<file path="config.mk">
export PLATFORM = sky130hd
export DESIGN_NAME = pic_core
export DESIGN_NICKNAME = d
export VERILOG_FILES = /design/src/pic_pkg.sv /design/src/pic_slot_sel.sv /design/src/pic_core.sv
export SDC_FILE = /design/constraint.sdc
export NUM_CORES = 1
export LEC_CHECK = 0
export BUFFER_PORTS_ARGS = -buffer_cell sky130_fd_sc_hd__buf_2
export CAP_MARGIN = 20
export CORE_AREA = 5 5 326 328
export DETAILED_ROUTE_END_ITERATION = 16
export DIE_AREA = 0 0 331 333
export GPL_TIMING_DRIVEN = 0
export HOLD_SLACK_MARGIN = 0.06
export PLACE_DENSITY = 0.3
export SYNTH_ARGS = -nofsm -noshare
export SYNTH_HDL_FRONTEND = slang
export SYNTH_HIERARCHICAL = 1
export SYNTH_SLANG_ARGS = --single-unit
</file>
<file path="constraint.sdc">
create_clock -name clk -period 0.8 [get_ports clk]
set_input_delay 0.12 -clock clk [delete_from_list [all_inputs] [get_ports clk]]
set_output_delay 0.12 -clock clk [all_outputs]
set_load 0.01 [all_outputs]
</file>
<file path="src/pic_pkg.sv">
// Purpose: shared constants for the prioritized interrupt classifier
// Assumes: one clock, active-low asynchronous reset
// Notes: source count is a plain default, no per-source numbering implied
package pic_pkg;
   localparam int PIC_NSRC = 32;
   localparam int PIC_SRC_W = 5;
   localparam int PIC_NSLOT = 16;
   localparam int PIC_SLOT_W = 4;
   localparam int PIC_ADDR_W = 32;
   localparam logic [PIC_NSRC-1:0] PIC_SRC_ZERO = 32'h00000000;
   localparam logic [PIC_NSLOT-1:0] PIC_SLOT_ZERO = 16'h0000;
   localparam logic [PIC_ADDR_W-1:0] PIC_ADDR_ZERO = 32'h00000000;
   localparam logic [PIC_SRC_W-1:0] PIC_SRC_IDX_ZERO = 5'h00;
   localparam logic [PIC_SLOT_W-1:0] PIC_SLOT_IDX_ZERO = 4'h0;
endpackage : pic_pkg

</file>
<file path="src/pic_slot_sel.sv">
// Purpose: per-slot request gather and fixed-priority slot pick
// Assumes: slot 0 highest, slot 15 lowest
// Notes: purely combinational
`timescale 1ns/100ps
module pic_slot_sel
   import pic_pkg::*;
(
   // inputs
   input wire logic [PIC_NSRC-1:0] req,
   input wire logic [PIC_NSLOT-1:0] slot_en,
   input wire logic [PIC_NSLOT*PIC_SRC_W-1:0] slot_src,
   // outputs
   output logic [PIC_NSLOT-1:0] slot_act,
   output logic any_act,
   output logic [PIC_SLOT_W-1:0] win
);
   genvar g;
   generate
      for (g = 0; g < PIC_NSLOT; g++) begin : g_slot
         assign slot_act[g] = slot_en[g] & req[slot_src[g*PIC_SRC_W +: PIC_SRC_W]];
      end
   endgenerate

   always_comb begin
      any_act = |slot_act;
      win = PIC_SLOT_IDX_ZERO;
      for (int i = PIC_NSLOT - 1; i >= 0; i--) begin
         if (slot_act[i]) begin
            win = PIC_SLOT_W'(i);
         end
      end
   end
endmodule : pic_slot_sel

</file>
<file path="src/pic_core.sv">
// Purpose: classify level requests into fast, vectored and default classes
// Assumes: requests are level signals from logic on clk
// Notes: configuration inputs come from same-clock logic
//
// Overview of operation
// - each enabled request lands in exactly one class
// - fast class outranks all normal classes
// - all fast requests merge into one output
// - word shows which fast sources request
// - vectored ranks between fast and non-vectored
// - sixteen slots, any source to any slot
// - slot 0 highest, slot 15 lowest
// - classes and slots change at run time
// - non-vectored requests rank lowest
// - vectored and non-vectored merge into normal output
// - vector word gives winning slot address
// - otherwise vector word gives default address
`timescale 1ns/100ps
module pic_core
   import pic_pkg::*;
(
   // clock and reset
   input wire logic clk,
   input wire logic rst_b,
   // requests
   input wire logic [PIC_NSRC-1:0] req,
   // configuration
   input wire logic [PIC_NSRC-1:0] src_en,
   input wire logic [PIC_NSRC-1:0] fast_sel,
   input wire logic [PIC_NSLOT-1:0] slot_en,
   input wire logic [PIC_NSLOT*PIC_SRC_W-1:0] slot_src,
   input wire logic [PIC_NSLOT*PIC_ADDR_W-1:0] slot_addr,
   input wire logic [PIC_ADDR_W-1:0] default_addr,
   // processor side
   output logic fast_request,
   output logic normal_request,
   output logic [PIC_NSRC-1:0] fast_status,
   output logic [PIC_NSRC-1:0] normal_status,
   output logic [PIC_ADDR_W-1:0] vector_addr,
   output logic vector_valid
);
   // ----------------------------------------
   // classification
   // ----------------------------------------
   logic [PIC_NSRC-1:0] live;
   logic [PIC_NSRC-1:0] in_slot;
   logic [PIC_NSRC-1:0] next_fast;
   logic [PIC_NSRC-1:0] next_normal;
   logic [PIC_NSLOT-1:0] slot_act;
   logic any_vec;
   logic [PIC_SLOT_W-1:0] win;
   logic [PIC_NSRC-1:0] vec_live;
   logic [PIC_NSRC-1:0] plain_live;
   logic [PIC_NSLOT-1:0] lower_act;

   assign live = req & src_en;

   always_comb begin
      in_slot = PIC_SRC_ZERO;
      for (int s = 0; s < PIC_NSLOT; s++) begin
         if (slot_en[s]) begin
            in_slot[slot_src[s*PIC_SRC_W +: PIC_SRC_W]] = 1'b1;
         end
      end
   end

   // fast selection wins over slot membership, so a source has one class
   assign next_fast = live & fast_sel;
   assign next_normal = live & ~fast_sel;
   assign vec_live = live & ~fast_sel;
   assign plain_live = vec_live & ~in_slot;

   pic_slot_sel u_sel (
      .req(vec_live),
      .slot_en(slot_en),
      .slot_src(slot_src),
      .slot_act(slot_act),
      .any_act(any_vec),
      .win(win)
   );

   // ----------------------------------------
   // registered outputs
   // ----------------------------------------
   always_ff @(posedge clk or negedge rst_b) begin
      if (!rst_b) begin
         fast_request <= 1'b0;
         fast_status <= PIC_SRC_ZERO;
      end else begin
         fast_request <= |next_fast;
         fast_status <= next_fast;
      end
   end

   always_ff @(posedge clk or negedge rst_b) begin
      if (!rst_b) begin
         normal_request <= 1'b0;
         normal_status <= PIC_SRC_ZERO;
      end else begin
         normal_request <= |next_normal;
         normal_status <= next_normal;
      end
   end

   always_ff @(posedge clk or negedge rst_b) begin
      if (!rst_b) begin
         vector_addr <= PIC_ADDR_ZERO;
         vector_valid <= 1'b0;
      end else begin
         vector_valid <= any_vec;
         if (any_vec) begin
            // slot and address inputs are read every cycle, so a retune shows next cycle
            vector_addr <= slot_addr[win*PIC_ADDR_W +: PIC_ADDR_W];
         end else begin
            vector_addr <= default_addr;
         end
      end
   end

   // ----------------------------------------
   // check helpers
   // ----------------------------------------
   // lower_act[s] is high while some slot below s is active; built apart
   // from the picker loop so the rank check does not copy it
   genvar g;
   generate
      for (g = 0; g < PIC_NSLOT; g++) begin : g_rank
         if (g == 0) begin : g_first
            assign lower_act[g] = 1'b0;
         end else begin : g_rest
            assign lower_act[g] = lower_act[g-1] | slot_act[g-1];
         end

      end
   endgenerate
endmodule : pic_core

</file>
==> After elaboration in Yosys (flattened, before gate mapping) <==
Cells that the tools add are included.
{ "classes": {"order_cmp": 16, "n_shift": 1, "n_mux": 49, "bitwise": 20, "n_reduce_logical": 3} }
{ "op_table": {"columns": ["cell", "n"], "rows": [
  ["$shiftx A512 B10 Y32", 1],
  ["$and A32 B32 Y32", 3],
  ["$lt A5 B6 Y1 const B", 16],
  ["$bmux W1 S5", 16],
  ["$mux W4", 16],
  ["$reduce_or A32 Y1", 2],
  ["$mux W32", 1],
  ["$not A32 Y32", 1],
  ["$and A1 B1 Y1", 16],
  ["$mux W1", 16],
  ["$reduce_or A16 Y1", 1]
]} }
{ "totals": {"regBits": 99, "input_bits": 738} }

==> Logic depth before layout (Yosys ltp) <==
Gate-level depths: netlist of the first run.
{ "logic_depth": {"ltp_word": 23, "depth_mapped": 18, "mapped_depth_nobuf": 14} }

==> By module <==
Netlist of the first run, hierarchy kept.
{ "by_module_without_submodules": {"columns": ["mod", "instances", "cells_each", "area_per_inst_um2", "seq_area_each_um2"], "rows": [
  ["pic_core", 1, 527, 7479.7, 2477.4],
  ["pic_slot_sel", 1, 344, 4475.5, 0.0]
]} }

==> Least setup slack after synthesis of the first run <==
No wires, ideal clock.
{ "synth_timing": {"kind": "input port to flip-flop", "startpoint": "input port slot_src[45]", "endpoint": "register vector_addr[0]", "setup_ns": 0.137, "arrival_ns": 3.843, "setup_slack_ns": -3.179, "path_stages": 14, "n_path_buf": 3, "cell_sequence": "clkbuf_1 -> mux4_2 -> mux4_2 -> nand3_1 -> nand2_1 -> or4_4 -> nand2b_1 -> a31oi_1 -> buf_6 -> buf_6 -> mux4_2 -> mux2_2 -> o22ai_1 -> a21oi_1"} }
{ "synth_via": {"elab_chain_cells": 15, "elab_cells_between_ends": 16, "cone_classes": "shift: 1; mux: 13; bitwise: 1; reduce/logical: 1"} }
{ "synth_lines": {"columns": ["item", "line_no", "rtl"], "rows": [
  ["from (decl)", "pic_core.sv:31", "input wire logic [PIC_NSLOT*PIC_SRC_W-1:0] slot_src,"],
  ["$bmux W1 S5", "pic_slot_sel.sv:20", "assign slot_act[g] = slot_en[g] & req[slot_src[g*PIC_SRC_W +: PIC_SRC_W]];"],
  ["$mux W1 (implied by the code)", "pic_slot_sel.sv:20", null],
  ["$and A1 B1 Y1", "pic_slot_sel.sv:20", null],
  ["named net slot_act[9]", "pic_core.sv:49", "logic [PIC_NSLOT-1:0] slot_act;"],
  ["$mux W4 (10 in a row)", "pic_slot_sel.sv:28", "if (slot_act[i]) begin"],
  ["named net win[2]", "pic_core.sv:51", "logic [PIC_SLOT_W-1:0] win;"],
  ["$shiftx A512 B10 Y32", "pic_core.sv:113", "vector_addr <= slot_addr[win*PIC_ADDR_W +: PIC_ADDR_W];"],
  ["$mux W32", "pic_core.sv:111", "if (any_vec) begin"],
  ["to (signal assigned)", "pic_core.sv:113", null],
  ["to (signal assigned)", "pic_core.sv:115", "vector_addr <= default_addr;"],
  ["to (decl)", "pic_core.sv:39", "output logic [PIC_ADDR_W-1:0] vector_addr,"]
]} }
The timed path passes the listed nets, and every way through them passes these cells. The select of a mux whose other input is x is not followed.

==> Worst setup path after layout of the first run <==
{ "layout_timing": {"startpoint": "input port req[7]", "endpoint": "register vector_addr[17]"} }
{ "layout_via": {"elab_cells_between_ends": 69, "cone_classes": "shift: 1; mux: 49; bitwise: 18; reduce/logical: 1"} }
{ "layout_lines": {"columns": ["item", "line_no", "rtl"], "rows": [
  ["from (decl)", "pic_core.sv:26", "input wire logic [PIC_NSRC-1:0] req,"],
  ["$and A32 B32 Y32", "pic_core.sv:56", "assign live = req & src_en;"],
  ["$and A32 B32 Y32", null, null],
  ["named net next_normal[7]", "pic_core.sv:48", "logic [PIC_NSRC-1:0] next_normal;"],
  ["$bmux W1 S5", "pic_slot_sel.sv:20", null],
  ["$mux W1 (implied by the code)", "pic_slot_sel.sv:20", null],
  ["$and A1 B1 Y1", "pic_slot_sel.sv:20", null],
  ["named net slot_act[11]", "pic_core.sv:49", null],
  ["$mux W4 (12 in a row)", "pic_slot_sel.sv:28", null],
  ["named net win[2]", "pic_core.sv:51", null],
  ["$shiftx A512 B10 Y32", "pic_core.sv:113", null],
  ["$mux W32", "pic_core.sv:111", null]
]} }
The timed path passes the listed nets, and every way through them passes these cells. The select of a mux whose other input is x is not followed.

==> results of run 1 <==
power by group:
group	switching, uW	internal (uW)	total, uW
Clock	2780	2270	5050
Combinational	13500	13700	27200
Sequential	532	5960	6490
Total	16800	21900	38700
final cells by class:
class	count	area share (%)
Sequential cell	99	11.9
Antenna cell	40	0.479
Clock inverter	7	0.437
Buffer	117	4.71
Timing Repair Buffer	909	27.7
Inverter	21	0.449
Tap cell	1380	8.26
Multi-Input combinational cell	631	45.0
Clock buffer	9	1.08
worst paths after layout:
check	start	end	depth (start not counted)
max	req[7]	vector_addr[17]$_DFF_PN0_	19
min	rst_b	fast_status[18]$_DFF_PN0_	1
max in group asynchronous	rst_b	vector_addr[22]$_DFF_PN0_	2
min in group clk	fast_sel[3]	normal_status[3]$_DFF_PN0_	2
stage by stage:
step,hold WS [ns],TNS (ns)
detailed placement,0.109,-184.60
floorplan,-0.176,-94.70
global route,-0.383,-141.09
CTS,-0.401,-139.09
finish,-0.391,-132.41
global placement,0.401,-399.08
what timing repair did:
item,in CTS,in global routing
hold buffers,54,1
cloned,5,1
endpoints found under the setup margin,136,134
endpoints found under the hold margin,109,54
buffers inserted,39,4
pin swaps,23,13
resized for setup,355,39
critical path, stage by stage:
cell	delay (ns)
buf_6	0.09
nand3b_1	0.16
clkinvlp_4	0.27
clkbuf_16	0.24
buf_2	0.16
mux4_2	0.47
mux2i_1	0.16
a211oi_1	0.09
o21a_2	0.25
or4_4	0.53
nand2b_4	0.16
a31oi_4	0.21
buf_12	0.16
buf_12	0.15
buf_16	0.14
mux4_2	0.56
mux2_4	0.30
o22ai_2	0.11
a21oi_1	0.07
layer usage:
layer / vias to the layer above / part of all wire [%] / global-route usage [%]
li1: 5612 / - / -
met1: 7216 / 36 / 20.4
met2: 860 / 51 / 32.4
met3: 174 / 8.7 / 5.42
met4: 22 / 4.1 / 7.01
met5: - / 0.12 / 0
registers in the layout, summed over array words and instances (netlist names):
| register | cells |
|---|---|
| vector_valid | 1 |
| normal_request | 1 |
| fast_request | 1 |
| vector_addr | 32 |
| normal_status | 32 |
| fast_status | 32 |
==> impl_metrics.tcl, run 1 <==
set metrics [dict create \
    grt_pass1_vias 15200 \
    dp_slack_ns -5.39 \
    ant_nets 0 \
    placedCellCount 3054 \
    core_area_mm2 0.103 \
    crit_fanout 5 \
    drtIter0Drc 875 \
    post-route-util_pct 20.3 \
    cts_buffer_depth 2 \
    fp-row-count 118 \
    syn-num-nets 1607 \
    p_per_area_mw_per_mm2 1850 \
    clock-root-buffer "clkbuf_16" \
    via_count 13900 \
    grt_pass1_wl_mm 137 \
    post-route-cell-area_mm2 0.0209 \
    viasPerCell 4.32 \
    holdWs_ns -0.391 \
    grtUsageTotal_pct 18.2 \
    syn_area_mm2 0.0119 \
    die_w_um 331 \
    crit_path_start_kind "input port" \
    final_cell_mix "buf_2, mux4_2, buf_6" \
    hold_violations 44 \
    fin_nets 2526 \
    worstPathRequired_ns 1.06 \
    grt_max_degree 65 \
    io_buffers 799 \
    violations "hold timing, setup timing" \
    drc 0 \
    cp_data_arrival_time_ns 4.43 \
    hold_class "input port to async pin" \
    routed_wl_mm 105 \
    multi_input_area_mm2 0.00942 \
    cts_tree "done" \
    fill_cells 11400 \
    clk_pin_slew_worst_paths_ns 0.09 \
    status "complete, but fails checks" \
    htreeDepth 3 \
    wl_per_cell_um 32.7 \
    gr-total-overflow 0 \
    clkSinkCount 99 \
    ir_worst_vdd_v 0.00118 \
    finalCritPeriodShare_pct 521 \
    detailed_place_hpwl_mm 89.4 \
    maxSlewViolCount 0 \
    cp-end-kind "flop" \
    p_leak_uw 0.00904 \
    maxCapViolations 0 \
    finalSetupViolCount 134 \
    antenna_found_initial 89 \
    ff_latch_area_mm2 0.00248 \
    rsz0062_at_grt "true" \
    cts_buffers 9 \
    relSlewSlack_pct 49.5 \
    place_area_mm2 0.0178 \
    total_power_uw 38700 \
    yosys_warnings 6 \
    layout-drive-gt1-share_pct 78.1 \
    layout_commonest_cell "buf_2" \
    path_class "input port to flop" \
    finalWeightedCongestion 0.893 \
    netlist_instances 869 \
    timing.fmax_mhz 240 \
    avgSynthCellArea_um2 13.7 \
    fp.dieArea_mm2 0.110 \
    dr.pass1.iters 5 \
    fp.dieH_um 333 \
    boundaryPins 837 \
    worst_pin_slew_ns 0.757 \
    start_util_pct 11.6 \
    fin_crit_ns 4.17 \
    area_growth_pct 75.0 \
    worst_slack_ns -3.37 \
    instances_no_fill 3213 \
]
Note: power is estimated with default switching activity, not from simulation.
==> inputs of run 2 (changes only) <==
CAP_MARGIN = not set   (was 20)
CORE_AREA = 4 4 325 327   (was 5 5 326 328)
DIE_AREA = 0 0 329 331   (was 0 0 331 333)
==> run 2 against run 1 <==
The run still ends with hold timing, setup timing left. Via count up 0.22%. Flip-flop and latch count is the same. Sequential share of layout area about the same. Routed wire length grew 0.34%. Critical path type unchanged. Largest power group unchanged.
==> impl_metrics.tcl, run 2 (synthesis gave the netlist of run 1 again) <==
set metrics [dict create \
    start_util_pct 11.6 \
    holdWs_ns -0.417 \
    placedCellCount 3049 \
    wl_met3_mm 9.67 \
    layout_commonest_cell "buf_2" \
    cts_buffer_depth 2 \
    multi_input_area_mm2 0.00956 \
    wl_per_cell_um 33.0 \
    instances_no_fill 3194 \
    netSwitchingFraction_pct 43.8 \
    final_cell_mix "buf_2, mux4_2, dfrtp_1" \
    max_stage_delay_ns 0.53 \
    fin_crit_ns 4.13 \
    grt_max_degree 75 \
    met2WireLength_mm 53.2 \
    layout-drive-gt1-share_pct 79.2 \
    die_w_um 329 \
    timing.fmax_mhz 242 \
    antenna_found_initial 88 \
    p_per_area_mw_per_mm2 1850 \
    cts_buffers 9 \
    clock-root-buffer "clkbuf_16" \
    routed_wl_mm 105 \
    grtUsageTotal_pct 18.5 \
    fill_cells 11400 \
    drtIter0Drc 888 \
    fp.dieH_um 331 \
    status "complete, but fails checks" \
    hold_class "input port to async pin" \
    path_class "input port to flop" \
    reg_top3 "fast_status (32), normal_status (32), vector_addr (32)" \
    crit_path_top_delay_cell "or4_4" \
    rsz0062_at_grt "true" \
    cp_data_arrival_time_ns 4.36 \
    finalWeightedCongestion 0.974 \
    path_cells "buf_2, nand3b_1, inv_1, clkbuf_4, mux4_2, mux2i_1, mux2i_1, o2111ai_2, inv_2, or4_4, nand2b_4, a31oi_4, buf_12, buf_6, buf_12, mux4_2, mux2_4, o22ai_4, a21oi_2" \
    fp.dieArea_mm2 0.109 \
    wirelength_met1_mm 38.8 \
    grt_pass1_wl_mm 136 \
    cp-end-kind "flop" \
    clockPowerShare_pct 12.8 \
    routed.top_layer "met5" \
    finalCritPeriodShare_pct 516 \
    viasPerCell 4.36 \
    worst_slack_ns -3.33 \
    total_power_uw 38600 \
    relSlewSlack_pct 47.7 \
    crit_path_start_kind "input port" \
    power.switching_uw 16900 \
    clk_pin_slew_worst_paths_ns 0.09 \
    fin_nets 2524 \
    violations "hold timing, setup timing" \
    core_area_mm2 0.103 \
    timing.critical_path.buf_inv 7 \
    clkSinkCount 99 \
    ir_worst_vdd_v 0.00113 \
    detailed_place_hpwl_mm 89.7 \
    htreeDepth 3 \
    fp-row-count 118 \
    worstPathRequired_ns 1.03 \
    boundaryPins 837 \
    worst_pin_slew_ns 0.785 \
    seqPwrFrac_pct 16.9 \
    post-route-util_pct 20.3 \
    via_count 13900 \
    maxSlewViolCount 0 \
    grt_pass1_vias 14700 \
    p_leak_uw 0.00896 \
    comb_power_share_pct 70.3 \
    cts_tree "done" \
    ant_nets 0 \
    drc 0 \
    maxCapViolations 0 \
    io_buffers 799 \
    finalSetupViolCount 133 \
    cp_top_family "multiplexers" \
    gr-total-overflow 0 \
    area_growth_pct 74.8 \
    ff_latch_area_mm2 0.00248 \
    dp_slack_ns -5.91 \
    internal_power_uw 21700 \
    dr.pass1.iters 5 \
    crit_fanout 10 \
    hold_violations 74 \
]
==> run 2: cell types whose count changed in the layout (fill, tap and decap cells not counted), sizes merged <==
cell / change
buf: -2
bufbuf: -1
clkbuf: +4
clkinv: -1
clkinvlp: +2
diode: -17
dlygate4sd3: -3
inv: -1
==> run 2: worst max path at each step <==
stage                 start                        end  slack [ns]  cells after the start
6_report         src_en[21]  vector_addr[13]$_DFF_PN0_       -3.33                     19
3_5_place_dp      src_en[0]  vector_addr[15]$_DFF_PN0_       -5.91                     17
2_1_floorplan  fast_sel[23]   vector_addr[0]$_DFF_PN0_       -2.92                     15
5_1_grt             req[12]  vector_addr[17]$_DFF_PN0_       -3.47                     20
3_3_place_gp      src_en[0]  vector_addr[15]$_DFF_PN0_       -5.85                     17
4_1_cts           src_en[7]  vector_addr[10]$_DFF_PN0_       -3.40                     20
==> run 2: stage by stage <==
stage / setup TNS [ns] / cell area (um^2)
floorplan: -94.70 / 12000
global placement: -384.33 / 17700
detailed placement: -195.04 / 17700
CTS: -137.50 / 20500
global route: -140.77 / 20900
finish: -130.64 / 20900
==> run 2: metal layers <==
| metal | track usage (%) | up-vias |
|---|---|---|
| met5 | 0 | - |
| met4 | 4.69 | 34 |
| met3 | 6.05 | 184 |
| met2 | 33.0 | 897 |
| met1 | 21.2 | 7215 |
| li1 | - | 5585 |
==> run 2: layout make-up <==
type	count	area share [%]
antenna	23	0.276
buffer	117	4.60
clock buffer	9	1.08
clock inverter	7	0.425
inverter	21	0.485
multi-input combinational	631	45.8
sequential	99	11.9
tap	1380	8.27
timing repair buffer	907	27.2
==> run 2: power by group through the flow <==
stage / Clock [uW] / Sequential (uW) / Combinational [uW]
after floorplan: 0 / 6810 / 11700
after global placement: 0 / 6450 / 21900
after detailed placement: 0 / 6430 / 22000
after CTS: 5280 / 6540 / 26600
after global routing: 5450 / 6590 / 28300
final: 4960 / 6530 / 27100
==> run 2: timing repair <==
| action | 4_1_cts | 5_1_grt |
|---|---|---|
| buffers inserted | 45 | 5 |
| endpoints found under the setup margin | 139 | 134 |
| endpoints found under the hold margin | 168 | 91 |
| hold buffers | 50 | 2 |
| gates resized for setup | 358 | 69 |
| cloned | 5 | 1 |
| pin swaps | 25 | 20 |
==> inputs of run 3 (changes only) <==
REMOVE_ABC_BUFFERS = 1   (was not set)
==> run 3 against run 2 <==
The flow still finishes with violations (hold timing, setup timing). First-iteration DRC count grew 10%. Flip-flop and latch count unchanged. Clock-buffer cell count did not move. Critical endpoint is now vector_addr[30]$_DFF_PN0_. Via count is 4.0% higher. Global-route usage increased by 0.34 points. Worst hold slack improved by 0.11 ns. Cell count is 2.6% higher.
==> impl_metrics.tcl, run 3 (synthesis gave the netlist of run 1 again) <==
set metrics [dict create \
    status "complete, but fails checks" \
    violations "hold timing, setup timing" \
    clkSinkCount 99 \
    boundaryPins 837 \
    worstPathRequired_ns 1.09 \
    grt_pass1_wl_mm 140 \
    layout-drive-gt1-share_pct 80.5 \
    multi_input_area_mm2 0.00954 \
    final_cell_mix "buf_2, mux4_2, dfrtp_1" \
    area_growth_pct 85.4 \
    worst_pin_slew_ns 0.707 \
    dr.pass1.iters 5 \
    maxSlewViolCount 0 \
    fill_cells 11300 \
    fp.dieH_um 331 \
    routed_wl_mm 106 \
    core_area_mm2 0.103 \
    maxCapViolations 0 \
    placedCellCount 3014 \
    ir_worst_vdd_v 0.00108 \
    p_leak_uw 0.00965 \
    p_per_area_mw_per_mm2 1800 \
    drc 0 \
    htreeDepth 3 \
    post-route-cell-area_mm2 0.0222 \
    cp-end-kind "flop" \
    hold_class "input port to async pin" \
    cp_data_arrival_time_ns 4.69 \
    gr-total-overflow 0 \
    cts_buffers 9 \
    dp_slack_ns -5.38 \
    finalCritPeriodShare_pct 550 \
    fin_crit_ns 4.40 \
    fp.dieArea_mm2 0.109 \
    instances_no_fill 3278 \
    post-route-util_pct 21.5 \
    start_util_pct 11.6 \
    antenna_found_initial 88 \
    timing.fmax_mhz 227 \
    layout_commonest_cell "buf_2" \
    rsz0062_at_grt "true" \
    via_count 14500 \
    fin_nets 2584 \
    finalWeightedCongestion 0.947 \
    detailed_place_hpwl_mm 83.6 \
    drtIter0Drc 981 \
    finalSetupViolCount 138 \
    hold_violations 55 \
    grt_max_degree 52 \
    io_buffers 836 \
    reg_top3 "fast_status (32), normal_status (32), vector_addr (32)" \
    viasPerCell 4.41 \
    crit_path_start_kind "input port" \
    grt_pass1_vias 15600 \
    cts_tree "done" \
    ff_latch_area_mm2 0.00248 \
    clk_pin_slew_worst_paths_ns 0.09 \
    place_area_mm2 0.0181 \
    grtUsageTotal_pct 18.8 \
    wl_per_cell_um 32.4 \
    holdWs_ns -0.303 \
    crit_fanout 7 \
    relSlewSlack_pct 52.9 \
    path_class "input port to flop" \
    worst_slack_ns -3.60 \
    ant_nets 0 \
    fp-row-count 118 \
    cts_buffer_depth 2 \
    clock-root-buffer "clkbuf_16" \
    startpoint "fast_sel[27]" \
    die_w_um 329 \
]
## run 3: cell types whose count changed in the layout (fill, tap and decap cells not counted), moves of 14 or more
| cell | before | now |
|---|---|---|
| buf_12 | 16 | 38 |
| buf_16 | 6 | 20 |
| buf_2 | 721 | 761 |
| buf_4 | 40 | 84 |
| buf_8 | 9 | 27 |
| clkbuf_1 | 30 | 0 |
| clkbuf_2 | 34 | 0 |
| diode_2 | 23 | 47 |
| mux4_1 | 1 | 16 |
| mux4_2 | 274 | 259 |
## run 3: repair_timing
item | in CTS | in global routing
setup endpoints to repair | 145 | 134
hold buffers | 56 | 1
buffers inserted | 118 | 16
endpoints found under the hold margin | 117 | 61
cloned | 15 | 1
gates resized for setup | 284 | 88
pin swaps | 28 | 20
## run 3: worst max-delay path, stage by stage
cell,delay (ns)
buf_2,0.09
nand3b_1,0.20
clkinvlp_4,0.16
buf_12,0.16
mux4_2,0.46
mux4_2,0.47
and2_4,0.15
o21a_4,0.21
or4_4,0.52
nand2b_4,0.16
a31oi_4,0.15
buf_12,0.14
buf_16,0.11
buf_16,0.12
buf_16,0.13
buf_16,0.16
buf_6,0.12
mux4_2,0.47
mux2_4,0.28
o22ai_4,0.17
a21oi_4,0.08
## run 3: where the power goes
group	total (uW)	internal, uW	switching (uW)
combinational	28600	15400	13200
clock	4880	2200	2670
sequential	6430	5960	470
total	39900	23600	16300
## run 3: worst max path at each step
stage / endpoint / cells after the start
2_1_floorplan: vector_addr[30]$_DFF_PN0_ / 11
5_1_grt: vector_addr[1]$_DFF_PN0_ / 21
3_3_place_gp: vector_addr[30]$_DFF_PN0_ / 12
4_1_cts: vector_addr[30]$_DFF_PN0_ / 20
3_5_place_dp: vector_addr[8]$_DFF_PN0_ / 21
6_report: vector_addr[30]$_DFF_PN0_ / 21
## run 3: metal layers
layer	routed length (um)	GRT usage, %	vias to the layer above
met5	329	0	-
li1	-	-	5762
met4	5560	7.72	50
met1	36600	20.0	7455
met2	54400	34.4	978
met3	9360	5.91	221
## run 3: final cells by class
cell class                 count  area share (%)
inverter                      21           0.570
clock buffer                   9            1.02
clock inverter                 7           0.305
antenna                       47           0.531
timing repair buffer        1084            35.6
sequential                    99            11.2
multi-input combinational    631            43.0
tap                         1380            7.79
## run 3: stage by stage
stage,hold WS (ns),TNS [ns],total power (uW)
after floorplan,-0.176,-442.48,12300
after detailed placement,0.189,-176.38,27200
after global routing,-0.281,-146.08,41900
after CTS,-0.285,-143.93,40100
after global placement,0.415,-976.49,16800
final,-0.303,-137.74,39900
